===== config.mk =====
export PLATFORM = sky130hd
export DESIGN_NAME = art_timer
export DESIGN_NICKNAME = d
export VERILOG_FILES = /design/src/core/art_pkg.sv /design/src/core/art_timer.sv
export SDC_FILE = /design/constraint.sdc
export NUM_CORES = 1
export LEC_CHECK = 0
export BUFFER_PORTS_ARGS = -buffer_cell sky130_fd_sc_hd__buf_4
export CAP_MARGIN = 20
export CORE_ASPECT_RATIO = 0.5
export CORE_MARGIN = 2
export CORE_UTILIZATION = 49
export DETAILED_ROUTE_END_ITERATION = 10
export HOLD_SLACK_MARGIN = 0.15
export PLACE_DENSITY = 0.76
export SETUP_SLACK_MARGIN = 0.2
export SLEW_MARGIN = 5
export SYNTH_ARGS = -nofsm -noshare
export SYNTH_HDL_FRONTEND = slang
export SYNTH_SLANG_ARGS = --single-unit

===== constraint.sdc =====
create_clock -name clk_i -period 2.8 [get_ports clk_i]
set_input_delay 0 -clock clk_i [delete_from_list [all_inputs] [get_ports clk_i]]
set_output_delay 0 -clock clk_i [all_outputs]
set_load 0.05 [all_outputs]

===== src/core/art_pkg.sv =====
// Purpose: Constants and types shared by the auto-reload PWM/capture timer.
// Assumes: APB byte address is four times the register index.
// Notes:   Field positions and reset values live here only.
package art_pkg;
	// ************************************************************
	// Register indices and bus
	// ************************************************************
	localparam int unsigned AW = 10;
	localparam int unsigned DW = 32;
	localparam logic [7:0] IDX_MODE_CTRL = 8'hd5;
	localparam logic [7:0] IDX_FLAGS     = 8'hd6;
	localparam logic [7:0] IDX_CLK_CFG   = 8'hd7;
	localparam logic [7:0] IDX_RELOAD    = 8'hd9;
	localparam logic [7:0] IDX_COMPARE   = 8'hda;
	localparam logic [7:0] IDX_LOAD      = 8'hdb;
	// ************************************************************
	// Field positions
	// ************************************************************
	localparam int unsigned MC_LOAD  = 7;
	localparam int unsigned MC_TEN   = 6;
	localparam int unsigned MC_PWMOE = 5;
	localparam int unsigned MC_EIE   = 4;
	localparam int unsigned MC_COMPARE_IRQ_ENABLE  = 3;
	localparam int unsigned MC_OVERFLOW_IRQ_ENABLE  = 2;
	localparam int unsigned FL_EF    = 2;
	localparam int unsigned FL_CPF   = 1;
	localparam int unsigned FL_OVF   = 0;
	localparam int unsigned CC_PS_LO = 5;
	localparam int unsigned CC_POL   = 3;
	localparam int unsigned CC_EDGE  = 2;
	localparam logic [7:0] MC_RD_MASK = 8'h7f;
	localparam logic [7:0] CC_WR_MASK = 8'hef;
	// ************************************************************
	// Reset values and counts
	// ************************************************************
	localparam logic [7:0] RST_BYTE  = 8'h00;
	localparam logic [6:0] RST_PSC   = 7'h00;
	localparam logic [2:0] RST_FLAGS = 3'h0;
	localparam logic [7:0] CNT_TOP   = 8'hff;
	localparam logic [1:0] DIV3_LAST = 2'h2;
	localparam logic [1:0] DIV3_ZERO = 2'h0;
	localparam logic [6:0] PSC_ONE   = 7'h01;
	localparam logic [7:0] CNT_ONE   = 8'h01;
	localparam logic [1:0] DIV3_ONE  = 2'h1;

	typedef enum logic [1:0] {
		MODE_AUTO   = 2'h0,
		MODE_CAP    = 2'h1,
		MODE_CAPRST = 2'h2,
		MODE_EXTLD  = 2'h3
	} art_mode_t;

	typedef enum logic [1:0] {
		SRC_INT  = 2'h0,
		SRC_DIV3 = 2'h1,
		SRC_PIN  = 2'h2,
		SRC_RSVD = 2'h3
	} art_src_t;

	typedef struct packed {
		logic [7:0]  mode_ctrl;
		logic [7:0]  clk_cfg;
		logic [2:0]  flags;
		logic [7:0]  reload;
		logic [7:0]  compare;
		logic [7:0]  cnt;
		logic [6:0]  psc;
		logic [1:0]  div3;
		logic [2:0]  pin_sync;
		logic        pwm;
		logic [31:0] prdata;
	} art_state_t;
endpackage : art_pkg


===== src/core/art_timer.sv =====
// Purpose: 8-bit auto-reload timer with prescaler, PWM, capture and load modes.
// Assumes: APB slave with zero wait states; timer pin synchronous sampling.
// Notes:   Counter is reached through the load register and the mode register's load command bit.
//
// Our own choices: the APB slave port and the register addresses.
`timescale 1ns/1ns

// Summary of operation
// - Counter is an 8-bit up-counter stepping on each prescaled tick.
// - Clock source is internal clock, internal clock divided by 3, or pin.
// - 7-bit prescaler with eight taps divides by 2 to the n.
// - Enable low freezes prescaler and counter; high lets them count.
// - System reset clears the counter.
// - Writing the load register copies the value into the counter at once.
// - Reading the load register returns the live count; no direct counter access.
// - Every counter load also clears the prescaler.
// - Auto-reload: overflow reloads and sets PWM; compare match clears PWM.
// - Overflow sets a sticky flag; flag with its enable requests interrupt.
// - Compare match sets a sticky flag; flag with its enable requests interrupt.
// - Capture mode: active pin edge copies count and sets external flag.
// - Capture and load modes free-run; overflow sets, match clears PWM.
// - Capture-with-reset mode also clears counter and prescaler on capture.
// - External-load mode: active pin edge loads reload value into counter.
// - Writing 06h to flags clears overflow only, external flag kept.
// - Timer wakes from wait on any source, from stop only on pin clock.
// - Writing zero clears a flag; writing one leaves it unchanged.
// - Clock select codes: internal, divided by 3, pin, fourth reserved.
// - Edge enable zero disables detection; polarity zero rising, one falling.
// - Mode codes: auto-reload, capture, capture with reset, external load.
module art_timer
	import art_pkg::*;
(
	// Clock and reset.
	input  wire logic                  clk_i,
	input  wire logic                  rst_b_i,
	// APB slave.
	input  wire logic                  psel_i,
	input  wire logic                  penable_i,
	input  wire logic                  pwrite_i,
	input  wire logic [art_pkg::AW-1:0] paddr_i,
	input  wire logic [art_pkg::DW-1:0] pwdata_i,
	output logic      [art_pkg::DW-1:0] prdata_o,
	output logic                       pready_o,
	output logic                       pslverr_o,
	// Timer pins.
	input  wire logic                  timer_input_pin_i,
	output logic                       pwm_output_pin_o,
	output logic                       pwm_output_pin_oe_o,
	// Core power state and requests.
	input  wire logic                  wait_mode_i,
	input  wire logic                  stop_mode_i,
	output logic                       irq_o,
	output logic                       wake_o
);
	import art_pkg::*;

	// ************************************************************
	// Helpers
	// ************************************************************
	function automatic logic [AW-1:0] addr_of(input logic [7:0] idx);
		addr_of = {idx, 2'b00};
	endfunction

	function automatic logic is_mapped(input logic [AW-1:0] a);
		is_mapped = (a == addr_of(IDX_MODE_CTRL)) || (a == addr_of(IDX_FLAGS)) ||
			(a == addr_of(IDX_CLK_CFG)) || (a == addr_of(IDX_RELOAD)) ||
			(a == addr_of(IDX_COMPARE)) || (a == addr_of(IDX_LOAD));
	endfunction

	art_state_t s_q;
	art_state_t s_d;

	logic       acc;
	logic       wr;
	logic       wr_mode;
	logic       wr_flags;
	logic       wr_load;
	logic       do_cmd_load;
	logic       src_tick;
	logic       tick;
	logic       ovf_ev;
	logic       cmp_ev;
	logic       edge_ev;
	logic       pin_rise;
	logic       pin_fall;
	logic [6:0] tap_mask;
	logic [7:0] cnt_step;
	art_mode_t  mode;
	art_src_t   src;
	logic [7:0] rd_byte;

	assign mode = art_mode_t'(s_q.mode_ctrl[1:0]);
	assign src  = art_src_t'(s_q.clk_cfg[1:0]);

	// ************************************************************
	// Bus decode
	// ************************************************************
	assign acc         = psel_i && penable_i;
	assign wr          = acc && pwrite_i;
	assign wr_mode     = wr && (paddr_i == addr_of(IDX_MODE_CTRL));
	assign wr_flags    = wr && (paddr_i == addr_of(IDX_FLAGS));
	assign wr_load     = wr && (paddr_i == addr_of(IDX_LOAD));
	assign do_cmd_load = wr_mode && pwdata_i[MC_LOAD];
	assign pready_o    = 1'b1;
	assign pslverr_o   = acc && !is_mapped(paddr_i);

	always_comb begin
		if (paddr_i == addr_of(IDX_MODE_CTRL)) begin
			rd_byte = s_q.mode_ctrl & MC_RD_MASK;
		end else if (paddr_i == addr_of(IDX_FLAGS)) begin
			rd_byte = {5'h00, s_q.flags};
		end else if (paddr_i == addr_of(IDX_CLK_CFG)) begin
			rd_byte = s_q.clk_cfg & CC_WR_MASK;
		end else if (paddr_i == addr_of(IDX_RELOAD)) begin
			rd_byte = s_q.reload;
		end else if (paddr_i == addr_of(IDX_COMPARE)) begin
			rd_byte = s_q.compare;
		end else if (paddr_i == addr_of(IDX_LOAD)) begin
			rd_byte = s_q.cnt;
		end else begin
			rd_byte = RST_BYTE;
		end
	end

	// ************************************************************
	// Clock source, prescaler and edge events
	// ************************************************************
	// Only the second and third sync stages feed the edge detectors.
	assign pin_rise = s_q.pin_sync[1] && !s_q.pin_sync[2];
	assign pin_fall = !s_q.pin_sync[1] && s_q.pin_sync[2];

	// In stop mode the internal sources are frozen; only the pin keeps ticking.
	always_comb begin
		case (src)
			SRC_INT:  src_tick = !stop_mode_i;
			SRC_DIV3: src_tick = !stop_mode_i && (s_q.div3 == DIV3_LAST);
			SRC_PIN:  src_tick = pin_rise;
			default:  src_tick = 1'b0;
		endcase
	end

	assign tap_mask = 7'((8'h01 << s_q.clk_cfg[7:CC_PS_LO]) - 8'h01);
	assign tick     = s_q.mode_ctrl[MC_TEN] && src_tick &&
		((s_q.psc & tap_mask) == tap_mask);
	assign ovf_ev   = tick && (s_q.cnt == CNT_TOP);
	assign cnt_step = (ovf_ev && mode == MODE_AUTO) ? s_q.reload : 8'(s_q.cnt + CNT_ONE);
	assign cmp_ev   = tick && (cnt_step == s_q.compare);
	assign edge_ev  = s_q.clk_cfg[CC_EDGE] &&
		(s_q.clk_cfg[CC_POL] ? pin_fall : pin_rise);

	// ************************************************************
	// Next state
	// ************************************************************
	always_comb begin
		s_d = s_q;
		s_d.pin_sync = {s_q.pin_sync[1:0], timer_input_pin_i};
		if (!stop_mode_i) begin
			s_d.div3 = (s_q.div3 == DIV3_LAST) ? DIV3_ZERO : 2'(s_q.div3 + DIV3_ONE);
		end

		// Prescaler and counter stepping.
		if (s_q.mode_ctrl[MC_TEN] && src_tick) begin
			s_d.psc = 7'(s_q.psc + PSC_ONE);
		end
		if (tick) begin
			s_d.cnt = cnt_step;
			if (ovf_ev && mode == MODE_AUTO) begin
				s_d.psc = RST_PSC;
			end
		end
		if (ovf_ev) begin
			s_d.pwm = 1'b1;
		end
		if (cmp_ev) begin
			s_d.pwm = 1'b0;
		end

		// Pin edge actions win over counting in the same cycle.
		if (edge_ev) begin
			case (mode)
				MODE_CAP: begin
					s_d.reload = s_q.cnt;
				end
				MODE_CAPRST: begin
					s_d.reload = s_q.cnt;
					s_d.cnt    = RST_BYTE;
					s_d.psc    = RST_PSC;
				end
				MODE_EXTLD: begin
					s_d.cnt = s_q.reload;
					s_d.psc = RST_PSC;
				end
				default: begin
				end
			endcase
		end

		// Register writes; software loads win over counting.
		if (wr && paddr_i == addr_of(IDX_CLK_CFG)) begin
			s_d.clk_cfg = pwdata_i[7:0] & CC_WR_MASK;
		end
		if (wr && paddr_i == addr_of(IDX_RELOAD)) begin
			s_d.reload = pwdata_i[7:0];
		end
		if (wr && paddr_i == addr_of(IDX_COMPARE)) begin
			s_d.compare = pwdata_i[7:0];
		end
		if (wr_mode) begin
			s_d.mode_ctrl = pwdata_i[7:0] & MC_RD_MASK;
		end
		if (do_cmd_load) begin
			s_d.cnt = s_q.reload;
			s_d.psc = RST_PSC;
		end
		if (wr_load) begin
			s_d.cnt = pwdata_i[7:0];
			s_d.psc = RST_PSC;
		end

		// Flags: a zero clears, a one keeps, and a new event always wins.
		if (wr_flags) begin
			s_d.flags = s_q.flags & pwdata_i[2:0];
		end
		if (ovf_ev) begin
			s_d.flags[FL_OVF] = 1'b1;
		end
		if (cmp_ev) begin
			s_d.flags[FL_CPF] = 1'b1;
		end
		if (edge_ev) begin
			s_d.flags[FL_EF] = 1'b1;
		end

		// Read data is captured in the setup phase for a zero-wait answer.
		if (psel_i && !penable_i && !pwrite_i) begin
			s_d.prdata = {24'h000000, rd_byte};
		end
	end

	always_ff @(posedge clk_i or negedge rst_b_i) begin
		if (!rst_b_i) begin
			s_q <= '0;
		end else begin
			s_q <= s_d;
		end
	end

	// ************************************************************
	// Outputs
	// ************************************************************
	assign prdata_o            = s_q.prdata;
	assign pwm_output_pin_oe_o = s_q.mode_ctrl[MC_PWMOE];
	assign pwm_output_pin_o    = s_q.mode_ctrl[MC_PWMOE] && s_q.pwm;
	assign irq_o = (s_q.flags[FL_OVF] && s_q.mode_ctrl[MC_OVERFLOW_IRQ_ENABLE]) ||
		(s_q.flags[FL_CPF] && s_q.mode_ctrl[MC_COMPARE_IRQ_ENABLE]) ||
		(s_q.flags[FL_EF] && s_q.mode_ctrl[MC_EIE]);
	assign wake_o = irq_o && (wait_mode_i || (stop_mode_i && src == SRC_PIN));
endmodule // art_timer


==> metrics.md, run 1 <==
| Metric | Value |
|---|---|
| Core Util, Final | `68.0%` |
| Setup Viol. Count Final | `6` |
| Final worst setup slack | `-128 ps` |
| Main synth FF type | `dfrtp_1` |
| H-Tree Depth | `3` |
| Nets | `549` |
| Pwr Density | `645 nW/µm²` |
| Initial DRC count | `502` |
| Core ar. | `7540 µm²` |
| # rows | `22` |
| Avg WL per Cell | `19.9 µm` |
| Congestion Overflow GR | `0` |
| CTS Buffer Depth | `2` |
| Crit path DAT | `3120 ps` |
| Final Max Slew Viols | `0` |
| Synthesized area | `3920 µm²` |
| CP max FO | `4` |
| Reg area | `1550 µm²` |
| Flops & latches, synth | `62` |
| Ys async rst share | `100%` |
| Crit path required time | `approximately 3000 ps` |
| Outcome | `complete, but fails checks` |
| Setup Crit Path Kind | `register to register` |
| Distinct cells, synth | `60` |
| Initial antenna violation count | `0` |
| Fraction of layout cells with a size suffix above 1 | `slightly below 30%` |
| Root buf cell | `clkbuf_16` |
| Total number of vias | `around 3700` |
| ANT nets after route | `0` |
| Violated checks | `setup timing` |
| Initial Util | `between 50 and 60%` |
| FILL cells | `around 550` |
| Total Power | `3310 µW` |
| First-pass GRT wire length | `18.3 mm` |
| Ports | `88` |
| Clock Skew | `4.26 ps` |
| Relative slew margins | `24.2%` |
| Max frequency | `~0.34 GHz` |
| Area of the multi-input gates | `between 2000 and 2500 µm²` |
| Layout overhead on the synthesized area | `30.9%` |
| Sink Count | `62` |
| Number of vias per cell | `slightly above 6` |
| Routability cong. | `0.955` |
| Die ar. | `a little under 9000 µm²` |
| Die Y | `67.2 µm` |
| Post-DP HPWL | `between 7 and 8 mm` |
| Leakage power total | `0.00240 µW` |
| Pin count of the biggest net entering global routing | `63` |
| Routed wire length | `12.1 mm` |
| Vias in the first global route | `3470` |
| CTS tree | `yes` |
| Clk_lat worst skew | `340 ps` |
| Critical Path Source Type | `register` |
| RSZ-0062 raised after global routing | `yes` |
| TritonRoute pass-1 iters | `10` |
| Die W | `130 µm` |
| Post-synth EDFFs | `0` |
| Worst slew pin tran | `1140 ps` |
| # diodes | `0` |
| Seq/Total Area, Yosys | `between 30% and 40%` |
| Final period util | `105%` |
| Max Cap Viol | `0` |
| Port bufs | `38` |
| Post-layout min period | `about 3000 ps` |
| # DRC | `0` |
| Synth warn | `0` |
| CP endpoint kind | `register` |
| Hold Fails Final Rpt | `0` |
| Total GRT Usage | `between 20% and 30%` |
| Synth Instances | `~420` |
| Worst IR Drop VDD | `roughly 350 µV` |
| Worst-path clk slew | `50 ps` |
| Synthesized area per cell | `9.31 µm²` |
| Worst Hold Class | `primary input to register` |
| Num CTS Buffers | `9` |
[per-layer routing]
metal	vias to the layer above	wire, µm	share of wire (%)	GRT usage (%)
met1	1758	4710	39	34.9
li1	1616	-	-	-
met4	0	380	3.1	11.6
met3	44	1580	13	11.1
met2	286	5400	45	45.8
met5	-	0	0	0
[worst max-delay path, cell delays in order (launching register included)]
cell and delay (ps):
dfrtp_1 370, or3_4 400, ha_4 280, nor2_2 30, a31oi_1 140, o211ai_1 230, buf_4 230, or4_4 520
and3_1 210, o211ai_1 270, o41ai_2 100
[power by group]
group / switching, µW / internal, µW / total (µW)
logic: 534 / 411 / 945
clock network: 400 / 822 / 1220
registers: 134 / 1010 / 1140
total: 1070 / 2240 / 3310
[Yosys cell counts, types with 3 or more instances]
master / instances / share of area [%]
nor2b_1: 3 / 0.48
nand4_1: 4 / 0.64
mux2_2: 23 / 6.6
o211ai_1: 3 / 0.57
a32oi_1: 4 / 0.89
xnor2_1: 11 / 2.5
nand2b_1: 3 / 0.48
a21oi_1: 16 / 2.0
o21ai_0: 27 / 3.4
a21o_1: 4 / 0.77
buf_4: 33 / 6.3
nand2_1: 38 / 3.6
nor2_1: 34 / 3.3
and2_1: 4 / 0.64
o2111ai_1: 4 / 0.89
o41ai_1: 7 / 1.6
dfrtp_1: 62 / 40
a221oi_1: 4 / 0.89
a222oi_1: 4 / 1.0
nand3_1: 15 / 1.9
nor3b_1: 4 / 0.77
xor2_1: 5 / 1.1
and3_1: 7 / 1.1
mux2i_1: 13 / 3.3
ha_1: 6 / 1.9
a31oi_1: 8 / 1.3
or3_1: 4 / 0.64
clkbuf_1: 17 / 1.6
o22ai_1: 3 / 0.48
inv_1: 13 / 1.2
[final timing paths]
kind,cells after the start,from,slack [ps],to
min reg2reg,0,s_d[34],350,s_d[35]
max in group asynchronous,2,rst_b_i,2000,s_q[59]
min,5,paddr_i[0],200,s_q[71]
max,10,s_q[78],-130,s_q[70]
max reg2reg,10,s_q[78],-130,s_q[70]
min in group asynchronous,2,rst_b_i,300,s_q[74]
[per-stage QoR]
step           area [µm²]  TNS (ps)  hold slack (ps)  cells  setup WS (ps)
5_1_grt              5130     -1400              229    605           -224
3_5_place_dp         4300      -241              113    564           -135
2_1_floorplan        4020     -38.3             -296    444          -38.3
3_3_place_gp         4300     -58.8              115    564          -58.8
6_report             5130      -644              204    605           -128
4_1_cts              5020     -61.6              176    602          -50.7
[what timing repair did]
action	4_1_cts	5_1_grt
gates cloned	1	0
endpoints found under the hold margin	112	0
pin swaps	27	17
hold buffers	15	0
gates resized for setup	29	20
endpoints found under the setup margin	16	18
setup buffers	7	3
[flip-flops by register name, indices dropped and copies added (netlist names)]
| register | cells |
|---|---|
| mode | 2 |
| s_d | 2 |
| s_q | 49 |
| prdata_o | 8 |
| pwm_output_pin_oe_o | 1 |
[kinds of logic (layout without fill, tap and decap cells)]
| logic type | Yosys count | count (layout) | share of synthesized area, % |
|---|---|---|---|
| and+or+nand+nor | 129 | 129 | 16.1 |
| xor gates and xnor gates | 16 | 16 | 3.57 |
| other | 2 | 25 | 0.192 |
| buffers and inverters | 66 | 119 | 9.70 |
| DFF | 62 | 62 | 39.6 |
| AOI/OAI and AO/OA | 102 | 102 | 18.0 |
| adders and majority gates | 6 | 6 | 1.92 |
| muxes | 38 | 38 | 10.9 |
[area by class of cell]
cell class	count	area share [%]
clock buffer	12	5.00
timing repair buffer	91	15.9
sequential	62	30.2
inverter	13	1.05
clock inverter	3	1.32
tap	108	2.63
multi-input combinational	316	43.9
[cell usage in the layout, fill, tap and decap left out, types with 4 or more instances in the layout]
master,Yosys,layout
a221oi_1,4,4
nand2_1,38,36
a222oi_1,4,4
dfrtp_1,62,62
conb_1,2,25
and2_1,4,4
mux2i_1,13,13
a21o_1,4,4
buf_6,1,8
nor2_1,34,30
o41ai_1,7,4
o21ai_0,27,25
a21oi_2,0,4
dlygate4sd3_1,0,15
nand3_1,15,13
and3_1,7,7
buf_4,33,63
xor2_1,5,4
nand4_1,4,4
ha_1,6,5
inv_1,13,12
a31oi_1,8,8
xnor2_1,11,11
clkbuf_16,0,9
mux2_2,23,23
a21oi_1,16,12
Note: power is estimated with default switching activity, not from simulation.
==> run 2, diff against run 1 <==
--- a/config.mk
+++ b/config.mk
@@ -13,6 +13,7 @@
 export DETAILED_ROUTE_END_ITERATION = 10
 export HOLD_SLACK_MARGIN = 0.15
 export PLACE_DENSITY = 0.76
+export REMOVE_ABC_BUFFERS = 1
 export SETUP_SLACK_MARGIN = 0.2
 export SLEW_MARGIN = 5
 export SYNTH_ARGS = -nofsm -noshare
==> metrics.md, run 2 (same netlist as run 1, synthesis figures left out) <==
| Metric | Value |
|---|---|
| Total GRT Usage | `26.4%` |
| Sequential power share | `34.5%` |
| Port bufs | `38` |
| Commonest cells after routing, fill and taps aside | `buf_4 (79), dfrtp_1 (62), nand2_1 (38)` |
| Final Cell Area | `5110 µm²` |
| Initial antenna violation count | `0` |
| H-Tree Depth | `3` |
| Relative slew margins | `30.4%` |
| Fraction of layout cells with a size suffix above 1 | `~30%` |
| Avg WL per Cell | `18.4 µm` |
| Area of the multi-input gates | `about 2200 µm²` |
| RSZ-0062 raised after global routing | `yes` |
| Dpl cells | `578` |
| CP max FO | `4` |
| Die Y | `about 67 µm` |
| CTS Buffer Depth | `2` |
| Internal power | `approximately 2200 µW` |
| Cell Area, Placed | `4410 µm²` |
| Clk pwr share | `approximately a third` |
| # DRC | `0` |
| Max frequency | `0.347 GHz` |
| Critical-path cell list | `or3_1, ha_1, nor2_1, a31oi_1, o211ai_1, buf_4, or4_4, and3_4, o211ai_1, o41ai_2, buf_4` |
| M1 GR Usage | `35.9%` |
| Initial Util | `52.0%` |
| Crit path DAT | `3110 ps` |
| Max reg flops | `49` |
| Number of vias per cell | `5.85` |
| Combinational Power Share | `30.6%` |
| Post-layout min period | `roughly 2900 ps` |
| Post-DP HPWL | `7.60 mm` |
| Sink Count | `62` |
| Grt met2 use | `42.4%` |
| Pwr Density | `around 630 nW/µm²` |
| Fin cells | `between 600 and 700` |
| Core ar. | `7540 µm²` |
| Violated checks | `setup timing` |
| Max Cap Viol | `0` |
| Worst Hold Class | `primary input to register` |
| Setup Crit Path Kind | `register to register` |
| Crit path required time | `3030 ps` |
| Reg area | `about 1600 µm²` |
| Worst slew pin tran | `1040 ps` |
| Nets | `559` |
| Final period util | `103%` |
| Routability cong. | `0.941` |
| ANT nets after route | `0` |
| # rows | `22` |
| Pre-CTS setup slack | `-158 ps` |
| Congestion Overflow GR | `0` |
| Switching pwr | `1040 µW` |
| Setup Viol. Count Final | `2` |
| Total number of vias | `3602` |
| Worst IR Drop VDD | `380 µV` |
| Hold Fails Final Rpt | `0` |
| First-pass GRT wire length | `roughly 17 mm` |
| CTS tree | `yes` |
| Die ar. | `8770 µm²` |
| Pin count of the biggest net entering global routing | `63` |
| FILL cells | `between 500 and 600` |
| Ports | `88` |
| # diodes | `0` |
| Root buf cell | `clkbuf_16` |
| Slowest stage delay, CP | `490 ps` |
| Layout overhead on the synthesized area | `30.3%` |
| TritonRoute pass-1 iters | `5` |
| Critical Path Slowest Stage Cell | `or4_4` |
| Clk_lat worst skew | `330 ps` |
| Clock Skew | `4.89 ps` |
| Met3 global-route usage | `around 6.3%` |
| Num CTS Buffers | `9` |
| Leakage power total | `between 0.002 and 0.0025 µW` |
| Net Sw Frac | `32.1%` |
| Worst-path clk slew | `50 ps` |
| Routed wire length | `11.3 mm` |
| Final Max Slew Viols | `0` |
| Vias in the first global route | `3238` |
| Hold Slack | `~180 ps` |
| Outcome | `complete, but fails checks` |
| Final worst setup slack | `-78.3 ps` |
| Initial DRC count | `416` |
| GRT Max-Usage Layer | `met2` |
| Die W | `between 100 and 150 µm` |
| Largest reg by FF count | `s_q` |
| Commonest non-fill, non-tap cell in the layout | `buf_4` |
| CP endpoint kind | `register` |
| Critical Path Source Type | `register` |
-- run 2: path summary, 6_finish.rpt --
| check | startpoint | endpoint | slack, ps | cells past startpoint |
|---|---|---|---|---|
| worst min register to register | s_d[34] | s_d[35] | 350 | 0 |
| worst max register to register | s_q[79] | s_q[70] | -80 | 11 |
| max in group asynchronous | rst_b_i | s_q[79] | 1970 | 2 |
| worst min-delay path | paddr_i[0] | s_q[71] | 180 | 5 |
| worst max-delay path | s_q[79] | s_q[70] | -80 | 11 |
| min in group asynchronous | rst_b_i | s_q[82] | 300 | 2 |
-- run 2: through the flow --
stage	setup TNS [ps]	utilization [%]	power (µW)
2_1_floorplan	-2330	-	1690
3_3_place_gp	-248	58.5	1980
3_5_place_dp	-322	58.5	1990
4_1_cts	-129	65.9	3180
5_1_grt	-499	67.7	3380
6_report	-141	67.7	3240
-- run 2: what timing repair did --
action,CTS,global route
gates cloned,0,1
hold endpoints to repair,109,0
endpoints found under the setup margin,16,18
hold buffers,15,0
resized for setup,16,22
pin swaps,17,25
buffers inserted,4,2
-- run 2: metal layers --
| metal | vias up | wire length [µm] |
|---|---|---|
| li1 | 1638 | - |
| met1 | 1718 | 4590 |
| met2 | 223 | 5220 |
| met3 | 23 | 1300 |
| met4 | 0 | 226 |
| met5 | - | 0 |
-- run 2: cell type report --
type / instances / share of cell area [%]
inverter: 13 / 1.00
tap: 108 / 2.65
sequential: 62 / 30.4
clock buffer: 13 / 5.09
timing repair buffer: 101 / 16.5
clock inverter: 3 / 0.833
multi-input combinational: 316 / 43.5
-- run 2: power by group through the flow --
stage                     sequential, µW  combinational (µW)  clock (µW)
after floorplan                     1190                 500           0
after global placement              1120                 857           0
after detailed placement            1130                 868           0
after CTS                           1120                 921        1150
after global routing                1130                1070        1180
final                               1120                 992        1130
-- run 2: critical path: cells and delay by family, from the launching register on --
kind | cells | cell delay [ps]
AOI/OAI and AO/OA | 4 | 690
adders and majority gates | 1 | 280
DFF | 1 | 370
buffers and inverters | 2 | 360
and+or+nand+nor | 4 | 1090
